<file path="config.mk">
export PLATFORM = sky130hd
export DESIGN_NAME = sbl_load_cmd
export DESIGN_NICKNAME = d
export VERILOG_FILES = /design/src/sbl_pkg.sv /design/src/sbl_adder_if.sv /design/src/sbl_load_cmd.sv /design/src/sbl_serial_adder.sv
export SDC_FILE = /design/constraint.sdc
export NUM_CORES = 1
export LEC_CHECK = 0
export BUFFER_PORTS_ARGS = -buffer_cell sky130_fd_sc_hd__buf_2
export CAP_MARGIN = 40
export CELL_PAD_IN_SITES_DETAIL_PLACEMENT = 1
export CELL_PAD_IN_SITES_GLOBAL_PLACEMENT = 1
export CORE_UTILIZATION = 36
export DETAILED_ROUTE_END_ITERATION = 8
export GPL_TIMING_DRIVEN = 0
export PLACE_DENSITY = 0.78
export SETUP_SLACK_MARGIN = 0.4
export SKIP_CTS_REPAIR_TIMING = 1
export SYNTH_ARGS = -nofsm -noshare
export SYNTH_HDL_FRONTEND = slang
export SYNTH_SLANG_ARGS = --single-unit
export TNS_END_PERCENT = 50
</file>
<file path="constraint.sdc">
create_clock -name clk_i -period 1.9 [get_ports clk_i]
set_input_delay 0 -clock clk_i [delete_from_list [all_inputs] [get_ports clk_i]]
set_output_delay 0 -clock clk_i [all_outputs]
set_load 0.02 [all_outputs]
</file>
<file path="src/sbl_pkg.sv">
// Purpose: Shared constants and types for the serial bit-load datapath
// Assumes: 24-bit accumulator, 5-bit shift counter, one 20 MHz clock
// Notes:   Field values are octal figures written in hexadecimal
package sbl_pkg;

  // Instruction word layout
  localparam int unsigned INSTR_W      = 24;
  localparam int unsigned OPC_HI       = 23;
  localparam int unsigned OPC_LO       = 18;
  localparam int unsigned FLD_HI       = 14;
  localparam int unsigned FLD_LO       = 6;
  localparam int unsigned BIT_FIVE     = 5;
  localparam int unsigned BIT_NINE     = 9;
  localparam int unsigned BIT_TEN      = 10;

  // Generic group opcode and sub-field codes
  localparam logic [5:0] GEN_OPCODE    = 6'h05;   // 05 octal
  localparam logic [8:0] FLD_SET_BIT   = 9'h018;  // 030 octal
  localparam logic [8:0] FLD_LOAD_ZERO = 9'h000;
  localparam logic [8:0] FLD_LOAD_ONES = 9'h040;

  // Shift counter figures
  localparam int unsigned J_W          = 5;
  localparam logic [4:0] J_MAX         = 5'h1f;   // 37 octal
  localparam logic [4:0] J_RESET       = 5'h00;
  localparam logic [4:0] J_PRESET_FULL = 5'h1f;   // Inverse of zero operand

  // Number of right shifts per command
  localparam logic [4:0] SHIFT_COUNT   = 5'h18;   // 24 places
  localparam logic [4:0] SHIFT_LAST    = 5'h17;

  // Values after reset
  localparam logic [23:0] ACC_RESET    = 24'h000000;

  typedef enum logic [0:0] {
    SBL_ST_IDLE  = 1'b0,
    SBL_ST_SHIFT = 1'b1
  } sbl_state_t;

  typedef enum logic [1:0] {
    SBL_CMD_NONE    = 2'b00,
    SBL_CMD_SET_BIT = 2'b01,
    SBL_CMD_ZERO    = 2'b10,
    SBL_CMD_ONES    = 2'b11
  } sbl_cmd_t;

endpackage : sbl_pkg

</file>
<file path="src/sbl_adder_if.sv">
// Purpose: Carrier between the sequencer and the serial full adder
// Assumes: Both ends run on the same clock
// Notes:   ctl drives the adder inputs, add returns sum and carry
`timescale 1ns/100ps
`default_nettype none
interface sbl_adder_if;
  logic a_in;
  logic b_in;
  logic carry_set;
  logic carry_clr;
  logic sum;
  logic carry;

  modport ctl (output a_in, b_in, carry_set, carry_clr,
               input  sum, carry);
  modport add (input  a_in, b_in, carry_set, carry_clr,
               output sum, carry);
endinterface : sbl_adder_if
`default_nettype wire

</file>
<file path="src/sbl_load_cmd.sv">
// Purpose: Serial execution of set-one-bit, load-zeros, load-ones
// Assumes: Decode/timing logic on the same clock gives start and operand
// Notes:   Accumulator rotates right through a one-bit serial adder
//
// What this block does
// - Set-one-bit leaves a one at position Z, zeros elsewhere.
// - Z above 23 sets no bit; accumulator ends all zero.
// - Set-one-bit is opcode 05, field 030, bit five zero, Z five bits.
// - On start of set-one-bit, counter takes inverse of Z low bits.
// - Each shift rotates accumulator right, adder output into bit 23.
// - Set-one-bit inserts zero except one when counter is 37 octal.
// - Preload makes counter hit 37 octal as bit Z leaves bit 0.
// - Adder B one needs decode, both instruction bits, counter at max.
// - Carry stays cleared during set-one-bit and load-zeros shifting.
// - Shift enable is generic decode, shift timing and bit five low.
// - Load-zeros shifts 24 places with adder idle, clearing accumulator.
// - Load-ones holds carry set for 24 shifts, giving all ones.
`timescale 1ns/100ps
`default_nettype none
module sbl_load_cmd
  import sbl_pkg::*;
#(
  parameter int unsigned ACC_W = 24
)(
  input  wire logic              clk_i,
  input  wire logic              rst_i,
  input  wire logic              start_i,
  input  wire logic [23:0]       instr_i,
  input  wire logic [4:0]        z_i,
  input  wire logic [ACC_W-1:0]  acc_i,
  output logic      [ACC_W-1:0]  acc_o,
  output logic      [4:0]        j_o,
  output logic                   busy_o,
  output logic                   done_o
);

  // Shift length and counter arithmetic are fixed to a 24-bit word
  generate
    if (ACC_W != 24) begin : g_bad_width
      $error("sbl_load_cmd: ACC_W must be 24");
    end
  endgenerate

  // Command decode of an instruction word
  function automatic sbl_cmd_t cmd_of(input logic [23:0] iw);
    sbl_cmd_t c;
    c = SBL_CMD_NONE;
    if (iw[OPC_HI:OPC_LO] == GEN_OPCODE && !iw[BIT_FIVE]) begin
      case (iw[FLD_HI:FLD_LO])
        FLD_SET_BIT:   c = SBL_CMD_SET_BIT;
        FLD_LOAD_ZERO: c = SBL_CMD_ZERO;
        FLD_LOAD_ONES: c = SBL_CMD_ONES;
        default:       c = SBL_CMD_NONE;
      endcase
    end
    return c;
  endfunction : cmd_of

  sbl_state_t          state_q, state_d;
  sbl_cmd_t            cmd_q, start_cmd;
  logic [23:0]         instr_q;
  logic [4:0]          z_q;
  logic [ACC_W-1:0]    acc_q, acc_d;
  logic [4:0]          j_q, j_d;
  logic [4:0]          sh_cnt_q, sh_cnt_d;
  logic                busy_q, done_q;
  logic                start_ok, last_shift;
  logic                generic_cmd_decode;
  logic                state_six_timing;
  logic                instr_bit_five;
  logic                instr_bit_nine_inv;
  logic                instr_bit_ten_inv;
  logic                shift_count_at_max;
  logic                acc_shift_right_en;
  logic                adder_b_one_gate;
  logic                set_bit_run, ones_run;

  sbl_adder_if adder_if ();

  sbl_serial_adder u_adder (
    .clk_i  (clk_i),
    .rst_i  (rst_i),
    .add_if (adder_if.add)
  );

  // Start acceptance
  assign start_cmd = cmd_of(instr_i);
  assign start_ok  = start_i && (state_q == SBL_ST_IDLE)
                   && (start_cmd != SBL_CMD_NONE);

  // Named decode terms from the latched instruction, state and counters
  assign generic_cmd_decode = (instr_q[OPC_HI:OPC_LO] == GEN_OPCODE);
  assign state_six_timing   = (state_q == SBL_ST_SHIFT);
  assign instr_bit_five     = instr_q[BIT_FIVE];
  assign instr_bit_nine_inv = instr_q[BIT_NINE];   // Latched copy, active
  assign instr_bit_ten_inv  = instr_q[BIT_TEN];    // Latched copy, active
  assign shift_count_at_max = (j_q == J_MAX);
  assign acc_shift_right_en = generic_cmd_decode && state_six_timing
                            && !instr_bit_five;
  assign set_bit_run        = acc_shift_right_en
                            && (cmd_q == SBL_CMD_SET_BIT);
  assign ones_run           = acc_shift_right_en
                            && (cmd_q == SBL_CMD_ONES);
  assign last_shift         = (sh_cnt_q == SHIFT_LAST);

  // Adder B one only at counter maximum
  assign adder_b_one_gate = instr_bit_ten_inv && instr_bit_nine_inv
                          && generic_cmd_decode && shift_count_at_max
                          && set_bit_run;

  // Adder inputs: A never used, carry forced set for load-ones start and all its shifts but the last, forced clear otherwise
  assign adder_if.a_in      = 1'b0;
  assign adder_if.b_in      = adder_b_one_gate;
  assign adder_if.carry_set = (start_ok && start_cmd == SBL_CMD_ONES)
                            || (ones_run && !last_shift);
  assign adder_if.carry_clr = !adder_if.carry_set;

  // Next-state values
  assign state_d  = start_ok ? SBL_ST_SHIFT
                  : (acc_shift_right_en && last_shift) ? SBL_ST_IDLE
                  : state_q;
  assign acc_d    = start_ok ? acc_i
                  : acc_shift_right_en ? {adder_if.sum, acc_q[ACC_W-1:1]}
                  : acc_q;
  assign j_d      = (start_ok && start_cmd == SBL_CMD_SET_BIT) ? ~z_i
                  : start_ok ? J_PRESET_FULL
                  : acc_shift_right_en ? j_q + 5'h01
                  : j_q;
  assign sh_cnt_d = start_ok ? 5'h00
                  : acc_shift_right_en ? sh_cnt_q + 5'h01
                  : sh_cnt_q;

  // Sequencer, accumulator and counters
  always_ff @(posedge clk_i or posedge rst_i) begin
    if (rst_i) begin
      state_q  <= SBL_ST_IDLE;
      cmd_q    <= SBL_CMD_NONE;
      instr_q  <= 24'h000000;
      z_q      <= 5'h00;
      acc_q    <= ACC_RESET;
      j_q      <= J_RESET;
      sh_cnt_q <= 5'h00;
      busy_q   <= 1'b0;
      done_q   <= 1'b0;
    end else begin
      state_q  <= state_d;
      acc_q    <= acc_d;
      j_q      <= j_d;
      sh_cnt_q <= sh_cnt_d;
      busy_q   <= (state_d == SBL_ST_SHIFT);
      done_q   <= acc_shift_right_en && last_shift;
      if (start_ok) begin
        cmd_q   <= start_cmd;
        instr_q <= instr_i;
        z_q     <= z_i;
      end
    end
  end

  // Outputs straight from flops
  assign acc_o  = acc_q;
  assign j_o    = j_q;
  assign busy_o = busy_q;
  assign done_o = done_q;
endmodule : sbl_load_cmd
`default_nettype wire

</file>
<file path="src/sbl_serial_adder.sv">
// Purpose: One-bit serial full adder with its carry flip-flop
// Assumes: Set has priority over clear; otherwise carry takes the carry-out
// Notes:   Sum is combinational from the inputs and the stored carry
`timescale 1ns/100ps
`default_nettype none
module sbl_serial_adder
  import sbl_pkg::*;
(
  input  wire logic clk_i,
  input  wire logic rst_i,
  sbl_adder_if.add  add_if
);

  logic carry_q;
  logic carry_d;
  logic maj;

  // Sum and carry-out of the three inputs
  assign add_if.sum   = add_if.a_in ^ add_if.b_in ^ carry_q;
  assign maj          = (add_if.a_in & add_if.b_in)
                      | (carry_q & (add_if.a_in ^ add_if.b_in));
  assign carry_d      = add_if.carry_set ? 1'b1
                      : add_if.carry_clr ? 1'b0 : maj;
  assign add_if.carry = carry_q;

  // Carry flip-flop
  always_ff @(posedge clk_i or posedge rst_i) begin
    if (rst_i) begin
      carry_q <= 1'b0;
    end else begin
      carry_q <= carry_d;
    end
  end

endmodule : sbl_serial_adder
`default_nettype wire
</file>
==> summary.txt, run 1 <==
Status - finished, final reports clean
Crit path from - busy_o
FFs w/ async S/R, synth - 100%
Final setup violation count - 0
Clk slew on worst S/H paths - 90 ps
CTS sink count - 48
Core ar. - 5990 sq um
Worst Setup Path Type - flop to flop
Vias in the first global route - 1949
Initial Util - 37.8%
Post-DRT Antenna Nets - 0
CP max-delay cell - dfrtp_2
Post-layout util - 55.5%
Clk root buf - clkbuf_8
Most frequent CP cell - buf_6
GRT Overall Usage - 18.5%
EDFF count, synth - 0
Layout cell share with drive strength beyond 1 - 37.3%
Syn Area/Cell - 10.5 sq um
Initial antenna violation count - 0
Avg Vias per Cell - 5.23
Placer Congestion - 0.764
Diodes inserted - 0
First-pass GRT wire length - 9350 microns
Area delta synth->final - 46.8%
Max cap viols - 0
Htree depth - 2
Synth Area in Adders - 1.66%
Post-synthesis mux area share - 0.442%
Cell Chain, Critical Path - nor4_4, and4_4, buf_6, nand2_4, buf_6, a31oi_2, nand2_1
Slew Limit Headroom - 77.2%
Hold_ws - 0.552 ps
Syn_nets - 275
Largest net degree at the start of global routing - 36
CP max stage delay - 440 ps
Per-cell routed wire length - 17.9 microns
Synth Register Bits - 48
Main flop type after synthesis - dfrtp_1
I/O Buffers - 78
# DRC - 0
Arrival time at the worst endpoint - 1790 ps
Worst IR Drop VDD - 376 uV
Final hold violations - 0
Tot Pwr - 2.05 mW
Fmax - 0.625 GHz
CP endpoint - j_o[3]
Via count - 2161
Hold crit path type - input pin to flop
Period utilisation layout - 84.3%
Req. time, crit path - 2090 ps
Post-synthesis compound-gate area fraction - 16.0%
Tmin final - 1600 ps
FF-to-FF setup slack - 300 ps
Ports - 87
CP Capture Type - flop
NumNets Final - 396
Iter 0 DRT Violations - 105
Drt pass-1 iters - 4
Post-synth cell types - 43
Post-Synth Simple-Gate Area - 21.8%
R2R depth - 7
GRT overflow - 0
CTS tree - yes
CTS Buf Count - 5
Setup clock skew after layout - 10.6 ps
P_leak - 1.71 nW
DP HPWL - 4350 microns
Die area - 6610 sq um
Chip Height - 81.3 microns
Worst setup SP type - flop
Seq/Total Area, Yosys - 53.1%
Crit Path Max Fanout - 8
Yosys Warn Count - 0
Die W - 81.3 microns
Post-Route WL - 7410 microns
RSZ-0062 raised after global routing - yes
R2r startpoint - busy_o
Post-Synth XOR/XNOR Area - 1.93%
Max clock buf depth - 2
Reg2reg end - j_o[3]
FILL cells - 693
Worst-margin pin slew - 341 ps
Cell area after synthesis - 2260 sq um
Pins Over Slew Limit - 0
Largest family of logic cells by synthesized area - simple AND/OR/NAND/NOR gates
FP Rows - 28
Power Density - 616 nW/um^2
Clock latency at the later pin of the worst-skew pair - 300 ps
Mapped Cells - 216
-- cell families after synthesis --
kind of cell | Yosys count
AND/OR/NAND/NOR | 100
flip-flops | 48
buffers and inverters | 13
adder cells (fa/ha/maj) | 3
AO/OA/AOI/OAI | 46
multiplexers | 1
XOR/XNOR | 5
-- registers in the layout, indices dropped and copies added, names as in the netlist --
register and count:
acc_o 24, instr_q 9, j_o 5, sh_cnt_q 5, cmd_q 2, busy_o 1, done_o 1, u_adder.add_if.carry 1
-- metal layers --
layer	track usage [%]	vias to the layer above	share of wire, %
li1	-	992	-
met1	24.8	1115	42
met2	31.3	48	55
met3	3.37	6	2.6
met4	3.21	0	0.84
met5	0	-	0
-- cells in the mapped netlist, types with 3 or more instances --
library cell	instances	area [sq um]
nand2b_1	3	18.8
o21ai_0	6	30.0
xor2_1	3	26.3
and2_1	6	37.5
dfrtp_1	48	1200
buf_6	6	67.6
ha_1	3	37.5
nor4b_1	3	26.3
a21o_1	4	30.0
nand2_1	59	221
nor2_1	7	26.3
a22oi_1	24	180
nand4_1	3	18.8
-- how the worst min path moves through the flow --
stage / slack (ps) / to / cells past startpoint / startpoint
after floorplan: 80 / cmd_q[1] / 1 / instr_i[10]
after global placement: 220 / acc_o[23] / 3 / acc_i[23]
after detailed placement: -20 / acc_o[10] / 2 / rst_i
after CTS: -350 / acc_o[10] / 2 / rst_i
after global routing: 6 / j_o[0] / 3 / z_i[0]
final: 0.6 / cmd_q[0] / 3 / instr_i[10]
-- where the power goes --
group          switching [mW]  internal [mW]  total [mW]
clock                   0.358          0.527       0.885
sequential          0.0000163           1.02        1.02
combinational          0.0601         0.0816       0.142
-- final cells by class --
type                       count  area [sq um]  area share [%]
multi-input combinational    155          1020            30.7
inverter                       2          7.51           0.226
buffer                        11           131            3.95
clock buffer                   6          72.6            2.18
clock inverter                 2          60.1            1.81
timing repair buffer         114           733            22.1
sequential                    48          1200            36.2
tap                           75          93.8            2.82
-- stage by stage --
step / instance area (sq um) / cells / setup TNS (ps) / setup slack, ps
floorplan: 2270 / 216 / 0 / 390
global placement: 2760 / 369 / -82.4 / -82.4
detailed placement: 2780 / 370 / 0 / 269
CTS: 2910 / 378 / 0 / 209
global route: 3320 / 413 / 0 / 222
finish: 3320 / 413 / 0 / 299
-- placed cells by master, fill, tap and decap left out, types with 2 or more instances in the layout --
| cell type | Yosys | layout |
|---|---|---|
| buf_2 | 2 | 80 |
| nand2_1 | 59 | 58 |
| dfrtp_1 | 48 | 46 |
| dlygate4sd3_1 | 0 | 26 |
| a22oi_1 | 24 | 24 |
| nor2_1 | 7 | 7 |
| buf_4 | 2 | 7 |
| and2_1 | 6 | 6 |
| buf_6 | 6 | 5 |
| o21ai_0 | 6 | 5 |
| clkbuf_8 | 0 | 5 |
| buf_8 | 1 | 4 |
| a21o_1 | 4 | 4 |
| nand4_1 | 3 | 3 |
| nand2b_1 | 3 | 3 |
| nor3b_1 | 2 | 2 |
| nor4b_1 | 3 | 2 |
| nand2_4 | 1 | 2 |
| xnor2_1 | 2 | 2 |
| a21oi_1 | 2 | 2 |
| xor2_1 | 3 | 2 |
| nor2b_1 | 2 | 2 |
| nand3_1 | 2 | 2 |
| a32o_1 | 2 | 2 |
| clkbuf_4 | 0 | 2 |
| and3_1 | 2 | 2 |
| ha_1 | 3 | 2 |
| dfrtp_2 | 0 | 2 |
| bufinv_16 | 0 | 2 |
-- critical path: cells and delay by family, from the launching register on --
kind,cells,cell delay [ps]
AOI/OAI and AO/OA,1,180
DFF,1,440
and+or+nand+nor,4,590
buffers and inverters,2,290
Power figures use the tool's default switching activity.
==> inputs of run 2 (changes only) <==
--- a/config.mk
+++ b/config.mk
@@ -9,10 +9,10 @@
 export CAP_MARGIN = 40
 export CELL_PAD_IN_SITES_DETAIL_PLACEMENT = 1
 export CELL_PAD_IN_SITES_GLOBAL_PLACEMENT = 1
-export CORE_UTILIZATION = 36
+export CORE_UTILIZATION = 33
 export DETAILED_ROUTE_END_ITERATION = 8
 export GPL_TIMING_DRIVEN = 0
-export PLACE_DENSITY = 0.78
+export PLACE_DENSITY = 0.75
 export SETUP_SLACK_MARGIN = 0.4
 export SKIP_CTS_REPAIR_TIMING = 1
 export SYNTH_ARGS = -nofsm -noshare
==> constraint.sdc (replaced) <==
create_clock -name clk_i -period 1.29 [get_ports clk_i]
set_input_delay 0 -clock clk_i [delete_from_list [all_inputs] [get_ports clk_i]]
set_output_delay 0 -clock clk_i [all_outputs]
set_load 0.02 [all_outputs]
==> run 2 against run 1 <==
Against the previous run:
- the flow now finishes with violations (design-rule violations, negative hold slack, negative setup slack)
- register-to-register slack got worse by 640 ps
- utilization rose by 0.84 points
- power rose by 30%
- final cell count rose by 1.7%
- critical endpoint is now acc_o[13]
- highest routed layer unchanged
==> summary.txt, run 2 (synthesis gave the netlist of run 1 again) <==
Tmin final - 1630 ps
GRT Overall Usage - 17.4%
Final worst slack - -337 ps
CTS Buf Count - 5
Die W - 84.8 microns
Power Density - 725 nW/um^2
R2r startpoint - busy_o
Failing checks - design-rule violations, negative hold slack, negative setup slack
Max reg flops - 24
Final setup violation count - 45
Area of the multi-input gates - 1180 sq um
FF-to-FF setup slack - -340 ps
Chip Height - 84.8 microns
Post-layout util - 56.3%
Reg2reg end - acc_o[13]
Arrival time at the worst endpoint - 1870 ps
Post-Route WL - 7040 microns
Worst IR Drop VDD - 620 uV
Crit Path Max Fanout - 10
CTS tree - yes
GR Util met1 - 22.6%
Area delta synth->final - 61.6%
I/O Buffers - 78
CP endpoint - acc_o[13]
Max cap viols - 0
Commonest non-fill, non-tap cell in the layout - buf_2
Core ar. - 6490 sq um
Setup Total Neg Slack - -11770 ps
Final hold violations - 2
P_leak - 1.78 nW
Clk slew on worst S/H paths - 90 ps
DP HPWL - 4340 microns
Via count - 2109
Status - finished, violations left
Ports - 87
Period utilisation layout - 126%
Req. time, crit path - 1540 ps
Global routing's busiest layer - met2
NumNets Final - 401
Clock latency at the later pin of the worst-skew pair - 300 ps
Die area - 7190 sq um
Worst setup SP type - flop
Placer Congestion - 0.727
# DRC - 2
Largest net degree at the start of global routing - 31
FILL cells - 720
Vias in the first global route - 2014
FP Rows - 29
Initial antenna violation count - 0
Final cell count without fillers - 420
Per-cell routed wire length - 16.8 microns
Worst-margin pin slew - 444 ps
Hold crit path type - input pin to flop
RSZ-0062 raised after global routing - yes
Reg area - 1200 sq um
Setup clock skew after layout - 2.54 ps
CP Capture Type - flop
Iter 0 DRT Violations - 62
Max clock buf depth - 2
Avg Vias per Cell - 5.02
Drt pass-1 iters - 6
Fmax - 0.615 GHz
Pins Over Slew Limit - 0
CTS sink count - 48
DP Cell Count - 372
Htree depth - 2
Worst Setup Path Type - flop to flop
First-pass GRT wire length - 9880 microns
Commonest cells after routing, fill and taps aside - buf_2 (61), nand2_1 (54), dfrtp_1 (45), dlygate4sd3_1 (26), a22oi_2 (25)
Slew Limit Headroom - 70.3%
Grt met2 use - 29.6%
Diodes inserted - 0
GRT overflow - 0
Dpl ws - -292 ps
GR Layer Usage met3 - 3.89%
Layout cell share with drive strength beyond 1 - 47.8%
R2R depth - 7
Post-DRT Antenna Nets - 0
Crit path from - busy_o
Initial Util - 34.8%
Clk root buf - clkbuf_8
Hold_ws - -9.73 ps
## run 2: layer usage
metal  part of all wire (%)  vias up
met2                     54       34
met3                    2.6        9
li1                       -     1005
met5                      0        -
met1                     42     1061
met4                    1.1        0
## run 2: layout make-up
| type | instances | area share [%] |
|---|---|---|
| flip-flops and latches | 48 | 32.9 |
| repair buffers | 119 | 25.4 |
| clock buffers | 8 | 2.46 |
| plain buffers | 11 | 3.97 |
| inverters | 2 | 0.308 |
| well taps | 77 | 2.63 |
| multi-input cells | 155 | 32.3 |
## run 2: power breakdown
group          switching (mW)  leakage (nW)  internal, mW
registers           0.0000280         0.612          1.50
logic                  0.0898          1.12         0.119
clock network           0.502        0.0455         0.438
## run 2: how the worst min path moves through the flow
stage	from	to	slack, ps	cells after the start
after detailed placement	rst_i	acc_o[1]	40	2
final	z_i[3]	j_o[3]	-10	3
after floorplan	rst_i	acc_o[0]	30	1
after global routing	z_i[3]	j_o[3]	-2	3
after CTS	rst_i	acc_o[10]	-290	2
after global placement	acc_i[23]	acc_o[23]	230	3
## run 2: per-stage QoR
stage | total power, mW | cell area (sq um)
final | 2.65 | 3660
after global routing | 2.77 | 3660
after CTS | 2.61 | 3050
after detailed placement | 1.68 | 2960
after global placement | 1.67 | 2940
after floorplan | 1.58 | 2460
## run 2: critical path: stages, from the launching register on
cell	delay [ps]
dfrtp_2	430
nor4bb_4	160
and2_4	160
buf_8	130
a21oi_4	330
buf_6	200
nand2_1	80
nand2_1	70
